==> src/logic/prs_pkg.sv <==
/*
 prs_pkg: constants and carrier types for the phy receive status block.
 assumes a 100 mhz ref_clk and a receive clock that is far slower than it.
*/
package prs_pkg;

   // clock and timing
   localparam int CLK_MHZ = 100;
   localparam int HB_PULSE_NS = 1000;
   localparam int HB_PULSE_CYCLES = (HB_PULSE_NS * CLK_MHZ) / 1000;
   localparam int HB_CNT_W = 8;
   localparam int SYNC_STAGES = 2;

   // receive nibble layout
   localparam int NIB_W = 4;
   localparam logic [3:0] NIB_RESET = 4'h0;

   ////////////////////////////////////////////////////////////////////////////

   // one nibble offered by the decoder
   typedef struct packed {
      logic valid;
      logic err;
      logic [NIB_W-1:0] data;
   } prs_nib_type;

   // operating mode of the link
   typedef struct packed {
      logic full_duplex;
      logic speed_100;
      logic heartbeat_en;
   } prs_mode_type;

   // mii receive outputs toward the mac
   typedef struct packed {
      logic rx_dv;
      logic rx_er;
      logic [NIB_W-1:0] rxd;
   } prs_mii_rx_type;

   typedef enum logic [0:0] {
      HB_IDLE,
      HB_PULSE
   } prs_hb_state_type;

endpackage : prs_pkg

==> src/logic/prs_sync.sv <==
/*
 prs_sync: two flip-flop synchroniser for a bundle of independent levels.
 assumes each bit is a slow level; multi-bit words are not made coherent.
*/
module prs_sync #(
   parameter int WIDTH = 1
) (
   input wire logic clk,
   input wire logic rst_n,
   input wire logic [WIDTH-1:0] d,
   output logic [WIDTH-1:0] q
);
   import prs_pkg::*;

   logic [WIDTH-1:0] meta_q;

   // first stage read only by the second
   always_ff @(posedge clk or negedge rst_n) begin
      if (!rst_n) begin
         meta_q <= '0;
         q <= '0;
      end else begin
         meta_q <= d;
         q <= meta_q;
      end
   end

endmodule : prs_sync

==> src/logic/prs_mii_status.sv <==
/*
 prs_mii_status: phy side mii carrier sense, collision, heartbeat, receive
 nibble launch and open-drain management data pin.
 assumes activity, mode and nibble inputs come from logic on ref_clk; the
 receive clock, management clock and management data pins are asynchronous.
*/
//
// Operation
// - half duplex: carrier sense follows receive or transmit activity.
// - full duplex: carrier sense follows receive activity only.
// - half duplex: collision high while transmit and receive overlap.
// - 10 Mb/s half duplex heartbeat: collision pulse of about 1 us.
// - received nibbles delivered synchronous to 25 or 2.5 MHz receive clock.
// - each nibble changes on the receive clock falling edge.
// - data valid high with a valid nibble, changed on falling edge.
// - 100 Mb/s: receive error high on invalid symbol inside a packet.
// - management data is open drain; either side only pulls low.
module prs_mii_status (
   input wire logic ref_clk,
   input wire logic rstn,
   input wire prs_pkg::prs_mode_type mode,
   input wire logic rx_active,
   input wire logic tx_active,
   input wire prs_pkg::prs_nib_type rx_nib,
   output logic rx_nib_take,
   input wire logic rx_clk,
   output logic crs,
   output logic col,
   output prs_pkg::prs_mii_rx_type mii_rx,
   input wire logic mdc,
   input wire logic mdio_i,
   output logic mdio_o,
   output logic mdio_oe,
   input wire logic mgmt_pull_low,
   output logic mgmt_mdc,
   output logic mgmt_mdio
);
   import prs_pkg::*;

   ////////////////////////////////////////////////////////////////////////////
   // reset release

   logic rst_meta_q;
   logic rst_n_q;

   always_ff @(posedge ref_clk or negedge rstn) begin
      if (!rstn) begin
         rst_meta_q <= 1'b0;
         rst_n_q <= 1'b0;
      end else begin
         rst_meta_q <= 1'b1;
         rst_n_q <= rst_meta_q;
      end
   end

   ////////////////////////////////////////////////////////////////////////////
   // pin synchronisers

   logic [2:0] pin_sync;
   logic rx_clk_s;
   logic rx_clk_prev_q;
   logic rx_clk_fall;

   prs_sync #(
      .WIDTH(3)
   ) u_pin_sync (
      .clk(ref_clk),
      .rst_n(rst_n_q),
      .d({rx_clk, mdc, mdio_i}),
      .q(pin_sync)
   );

   assign rx_clk_s = pin_sync[2];
   assign mgmt_mdc = pin_sync[1];
   assign mgmt_mdio = pin_sync[0];

   always_ff @(posedge ref_clk or negedge rst_n_q) begin
      if (!rst_n_q) begin
         rx_clk_prev_q <= 1'b0;
      end else begin
         rx_clk_prev_q <= rx_clk_s;
      end
   end

   // falling edge of receive clock
   assign rx_clk_fall = rx_clk_prev_q & ~rx_clk_s;

   ////////////////////////////////////////////////////////////////////////////
   // carrier sense and collision

   logic half_dup;
   logic crs_d;
   logic crs_q;
   logic col_d;
   logic col_q;
   logic hb_on;

   assign half_dup = ~mode.full_duplex;

   always_comb begin
      if (half_dup) begin
         crs_d = rx_active | tx_active;
      end else begin
         crs_d = rx_active;
      end
      col_d = (half_dup & tx_active & rx_active) | hb_on;
   end

   // carrier sense register
   always_ff @(posedge ref_clk or negedge rst_n_q) begin
      if (!rst_n_q) begin
         crs_q <= 1'b0;
      end else begin
         crs_q <= crs_d;
      end
   end

   // collision register
   always_ff @(posedge ref_clk or negedge rst_n_q) begin
      if (!rst_n_q) begin
         col_q <= 1'b0;
      end else begin
         col_q <= col_d;
      end
   end

   assign crs = crs_q;
   assign col = col_q;

   ////////////////////////////////////////////////////////////////////////////
   // heartbeat after each 10 Mb/s half duplex transmission

   prs_hb_state_type hb_state_q;
   logic [HB_CNT_W-1:0] hb_cnt_q;
   logic tx_prev_q;
   logic hb_trig;

   assign hb_trig = tx_prev_q & ~tx_active & half_dup & ~mode.speed_100
                    & mode.heartbeat_en;
   assign hb_on = (hb_state_q == HB_PULSE);

   always_ff @(posedge ref_clk or negedge rst_n_q) begin
      if (!rst_n_q) begin
         tx_prev_q <= 1'b0;
      end else begin
         tx_prev_q <= tx_active;
      end
   end

   // pulse state, new triggers ignored while high
   always_ff @(posedge ref_clk or negedge rst_n_q) begin
      if (!rst_n_q) begin
         hb_state_q <= HB_IDLE;
      end else begin
         unique case (hb_state_q)
            HB_IDLE: begin
               if (hb_trig) begin
                  hb_state_q <= HB_PULSE;
               end
            end
            HB_PULSE: begin
               if (hb_cnt_q == '0) begin
                  hb_state_q <= HB_IDLE;
               end
            end
         endcase
      end
   end

   // pulse length counter
   always_ff @(posedge ref_clk or negedge rst_n_q) begin
      if (!rst_n_q) begin
         hb_cnt_q <= '0;
      end else if (hb_trig && !hb_on) begin
         hb_cnt_q <= HB_CNT_W'(HB_PULSE_CYCLES - 1);
      end else if (hb_on && hb_cnt_q != '0) begin
         hb_cnt_q <= hb_cnt_q - 1'b1;
      end
   end

   ////////////////////////////////////////////////////////////////////////////
   // receive nibble launch

   prs_mii_rx_type rx_q;

   // nibble consumed at each falling edge only while rx_nib.valid is high
   assign rx_nib_take = rx_clk_fall & rx_nib.valid;

   always_ff @(posedge ref_clk or negedge rst_n_q) begin
      if (!rst_n_q) begin
         rx_q.rx_dv <= 1'b0;
         rx_q.rx_er <= 1'b0;
         rx_q.rxd <= NIB_RESET;
      end else if (rx_clk_fall) begin
         rx_q.rx_dv <= rx_nib.valid;
         rx_q.rx_er <= rx_nib.valid & rx_nib.err & mode.speed_100;
         if (rx_nib.valid) begin
            rx_q.rxd <= rx_nib.data;
         end
      end
   end

   // held nibble while idle
   assign mii_rx = rx_q;

   ////////////////////////////////////////////////////////////////////////////
   // management data pin

   logic mdio_oe_q;

   always_ff @(posedge ref_clk or negedge rst_n_q) begin
      if (!rst_n_q) begin
         mdio_oe_q <= 1'b0;
      end else begin
         mdio_oe_q <= mgmt_pull_low;
      end
   end

   assign mdio_o = 1'b0;
   assign mdio_oe = mdio_oe_q;

endmodule : prs_mii_status

==> config.mk <==
export PLATFORM = sky130hd
export DESIGN_NAME = prs_mii_status
export DESIGN_NICKNAME = d
export VERILOG_FILES = /design/src/logic/prs_pkg.sv /design/src/logic/prs_sync.sv /design/src/logic/prs_mii_status.sv
export SDC_FILE = /design/constraint.sdc
export NUM_CORES = 1
export LEC_CHECK = 0
export ABC_CLOCK_PERIOD_IN_PS = 1100
export BUFFER_PORTS_ARGS = -buffer_cell sky130_fd_sc_hd__buf_2
export CAP_MARGIN = 20
export CORE_AREA = 4 4 62 64
export DETAILED_ROUTE_END_ITERATION = 16
export DIE_AREA = 0 0 66 68
export SKIP_LAST_GASP = 1
export SYNTH_ARGS = -nofsm -noshare
export SYNTH_HDL_FRONTEND = slang
export SYNTH_HIERARCHICAL = 1
export SYNTH_SLANG_ARGS = --single-unit
==> constraint.sdc <==
create_clock -name ref_clk -period 1.1 [get_ports ref_clk]
set_clock_uncertainty 0.1 [all_clocks]
set_input_delay 0 -clock ref_clk [delete_from_list [all_inputs] [get_ports ref_clk]]
set_output_delay 0 -clock ref_clk [all_outputs]
set_load 0.005 [all_outputs]
; Word-level counts from Yosys, hierarchy flattened
; Index checks and enable logic that the tools add are counted.
[totals]
regBits = 28
inputBits = 17
out_inout_bits = 13
wordCells = 45
[classes]
addsub = 1
n_mux = 6
bitwise_logic = 17
n_reduce_logical = 7
[ops]
columns = cell, n
row1 = $mux 8, 2
row2 = $and 1x1->1, 10
row3 = $logic_not 8->1, 1
row4 = $reduce_bool 8->1, 1
row5 = $sub 8x1->8 const B, 1
row6 = $not 1->1, 5
row7 = $mux 1, 3
row8 = $logic_and 1x1->1, 2
row9 = $or 1x1->1, 2
row10 = $pmux 1 s2, 1
row11 = $reduce_and 2->1, 1
row12 = $reduce_bool 2->1, 1
row13 = $logic_not 1->1, 1

; Longest topological paths before layout
[logic_depth]
depth_word = 7
mapped_depth = 5

; By module
; The synthesis kept the hierarchy.
[modules_own_cells]
columns = module, n_inst, cells_per_inst, area_per_inst_um2, seq_area_each_um2
row1 = prs_mii_status, 1, 82, 952.2, 550.5
row2 = prs_sync, 1, 6, 150.1, 150.1

; Least setup slack after synthesis
; OpenSTA, ideal clock, no wires.
[synth_timing]
path_type = register -> register
from = reg hb_cnt_q[0]
to = reg hb_cnt_q[0]
arrival_ns = 1.630
required_ns = 0.921
setup_slack_ns = -0.710
path_stages_with_launch = 6
synth_period_minus_slack_ns = 1.810
path_cell_list = dfrtp_1 > inv_1 > ha_1 > or3b_2 > o21ai_0 > mux2i_1
[synth_between]
elab_chain_len = 3
[synth_rtl]
columns = element, line
row1 = start: declaration, prs_mii_status.sv:134  ; logic [HB_CNT_W-1:0] hb_cnt_q;
row2 = start signal: assignment, prs_mii_status.sv:175  ; hb_cnt_q <= HB_CNT_W'(HB_PULSE_CYCLES - 1);
row3 = start signal: assignment, prs_mii_status.sv:177  ; hb_cnt_q <= hb_cnt_q - 1'b1;
row4 = $sub 8x1->8 or $reduce_bool 8->1 (tied branches), "prs_mii_status.sv:177, prs_mii_status.sv:176"
row5 = $mux 8 or $logic_and 1x1->1 (tied branches), prs_mii_status.sv:176  ; end else if (hb_on && hb_cnt_q != '0) begin
row6 = $mux 8 or $reduce_bool 2->1 (tied branches), -
; Parallel ways exist; a longest one is shown, timed or not. The select of a mux whose other input is x is not followed.
; A chain may end at the register's enable or synchronous reset.

; Final worst setup path
[layout_timing]
from = reg hb_cnt_q[1]
to = reg hb_cnt_q[7]
; Same word-level chain as after synthesis.

==> flow_summary.toml <==
[power]
combinationalPowerShare_pct = 12.1
peakVddDrop_mv = 0.870
powerDensity_nw_per_um2 = 1050
total_power_uw = 1820
p_leak_uw = 0.000805
swShare_pct = 21.9
clkPwrFrac_pct = 26.9
internal_power_uw = 1420
pwr-share-seq_pct = 61.0
p_switching_uw = 400

[floorplanning]
die_h_um = 68
die_area_um2 = 4490
ios = 30
num_rows = 21
start_util_pct = 33.6
fp.dieW_um = 66
core_um2 = 3280

[worst_setup_path]
crit_chain = "or4b_4, or4_1, a21oi_1"
critPathTopFamily = "simple AND/OR/NAND/NOR gates"
cp_max_fo = 2
arrival_ns = 1.90
crit_slowest_cell = "or4b_4"
critPathCaptureType = "flop"
critPathKind = "flop to flop"
cpPeakStageDelay_ns = 0.54
worst-path-buf-inv = 0
start_kind = "flop"
cp_data_required_time_ns = 1.27

[drt]
wire_per_inst_um = 12.5
dr.pass1.iters = 4
routed_via_density = 4.56
drc = 0
vias = 943
drtAntennaViolNets = 0
drt_iter0_drc = 24
drt_wl_total_um = 2590

[timing]
fin_crit_ns = 1.74
fin_crit_sh_pct = 158
hold_viol = 0
fin_tns_setup_ns = -5.90
grt_setup_unrepaired = "yes"
fin_hold_ws_ns = 0.0312
slew_viol_final = 0
worst_slack_ns = -0.636
finalSetupViolCount = 15
timing.fmax_mhz = 576

[synthesis]
synthDistinctLibCells = 29
ys_warn_count = 6
syn_area_um2 = 1100
ys_ff_latch = 28
syn_avg_cell_area_um2 = 12.5
netlist_instances = 88
syn-num-nets = 107
seq_area_frac_synth_pct = 63.6

[cts]
root_buffer = "clkbuf_4"
cts_htree_levels = 1
path_clk_slew_ns = 0.14
clk_path_buf_depth = 2
cts_tree = "built"
insertion_delay_ns = 0.33
cts_buffers = 3
cts_num_sinks = 28

[placed_design]
place_area_um2 = 1420
portBuffers = 28
gp_congestion = 0.857
place_hpwl_um = 1790

[finish]
nFillCells = 286
final_cell_area_um2 = 1740
nNetsFinal = 181
antennaDiodeCount = 0
drive_gt1_share_pct = 45.3
areaGrowthSynthToFinish_pct = 57.5
final_cell_mix = "28 x dfrtp_1, 27 x buf_2, 23 x buf_4"
final_common_cell = "dfrtp_1"

[outcome]
outcome = "complete, but fails checks"
violations = "setup timing"

[grt]
antenna_found_initial = 0
grt-ovfl-total = 0
grt_pass1_vias = 961
track_usage_pct = 12.1
grt_pass1_wl_um = 4040
grt_max_degree = 27

[min_path]
hold_path.class = "input pin to flop"

[flow_run]
cap_viol_max_count = 0
[worst register-to-register path, stage by stage, from the launching register on]
cell     delay [ns]
dfrtp_1        0.41
or4b_4         0.54
or4_1          0.50
a21oi_1        0.13
[per-layer routing]
layer	routed length (um)	track usage, %	share of wire (%)	vias to the layer above
met4	46	5.33	1.8	0
met2	1440	23.2	56	24
li1	-	-	-	457
met5	0	0	0	-
met1	970	12.4	38	457
met3	127	3.12	4.9	5
[sequential cells by signal, summed over array words and instances (netlist names)]
name / flops
mii_rx: 6
hb_cnt_q: 8
col: 1
tx_prev_q: 1
mdio_oe: 1
rst_n_q: 1
u_pin_sync/q: 3
rst_meta_q: 1
crs: 1
u_pin_sync/meta_q: 3
rx_clk_prev_q: 1
hb_on: 1
[worst paths after layout]
kind	from	end	slack, ns	depth (start not counted)
min	mode[0]	hb_cnt_q[0]$_DFFE_PN0P_	0.03	4
max reg2reg	hb_cnt_q[1]$_DFFE_PN0P_	hb_cnt_q[7]$_DFFE_PN0P_	-0.64	3
min in group asynchronous	rst_n_q$_DFF_PN0_	u_pin_sync/meta_q[1]$_DFF_PN0_	0.14	1
max	hb_cnt_q[1]$_DFFE_PN0P_	hb_cnt_q[7]$_DFFE_PN0P_	-0.64	3
min reg2reg	rst_n_q$_DFF_PN0_	u_pin_sync/meta_q[1]$_DFF_PN0_	0.14	1
max in group asynchronous	rstn	rst_meta_q$_DFF_PN0_	0.36	3
[cells in the mapped netlist]
library cell | number | share of area (%)
a2111o_1 | 1 | 1.0
a21o_1 | 1 | 0.68
a21oi_1 | 5 | 2.3
a31o_2 | 1 | 0.79
and2_1 | 1 | 0.57
buf_4 | 1 | 0.68
conb_1 | 2 | 0.68
dfrtp_1 | 28 | 64
ha_1 | 2 | 2.3
inv_1 | 5 | 1.7
mux2_2 | 4 | 4.1
mux2i_1 | 2 | 1.8
nand2_1 | 7 | 2.4
nand2b_1 | 1 | 0.57
nand3_1 | 2 | 0.91
nand3b_1 | 2 | 1.4
nor2_1 | 2 | 0.68
nor2b_1 | 1 | 0.57
nor3b_1 | 1 | 0.68
nor4b_1 | 2 | 1.6
o211ai_1 | 3 | 2.0
o21ai_0 | 5 | 2.3
o21bai_1 | 1 | 0.68
o31ai_1 | 2 | 1.4
or3_2 | 1 | 0.68
or3b_2 | 1 | 0.79
or4_1 | 2 | 1.4
or4_4 | 1 | 1.0
or4b_1 | 1 | 0.91
[stage by stage]
step	instances	utilization (%)	setup WS, ns
floorplan	88	-	-0.606
global placement	177	43.4	-0.633
detailed placement	177	43.4	-0.650
CTS	206	52.1	-0.646
global route	207	52.9	-0.684
finish	207	52.9	-0.636
[repair_timing]
action | 4_1_cts | 5_1_grt
gates resized for setup | 9 | 4
hold buffers | 16 | 0
setup buffers | 9 | 2
gates cloned | 0 | 0
endpoints found under the setup margin | 14 | 15
pin swaps | 5 | 2
hold endpoints to repair | 19 | 0
[final cells by class]
class                      count  area, um2  share of cell area [%]
sequential                    28        701                    40.3
tap                           46       57.6                    3.31
inverter                       5       18.8                    1.08
clock buffer                   4       36.3                    2.09
multi-input combinational     54        410                    23.6
timing repair buffer          70        513                    29.5
[cells by family after synthesis]
family | share of synthesized area (%)
mux | 5.90
compound gates | 11.1
fa+ha+maj | 2.27
flops | 63.6
simple gates | 14.1
buf+inv | 2.38
other cells | 0.681
[power by group through the flow]
| stage | Sequential (uW) | Clock (uW) | Combinational, uW |
|---|---|---|---|
| 2_1_floorplan | 1150 | 0 | 46.1 |
| 3_3_place_gp | 1130 | 0 | 153 |
| 3_5_place_dp | 1130 | 0 | 157 |
| 4_1_cts | 1110 | 508 | 210 |
| 5_1_grt | 1120 | 554 | 242 |
| 6_report | 1110 | 492 | 220 |
Power figures use the tool's default switching activity.
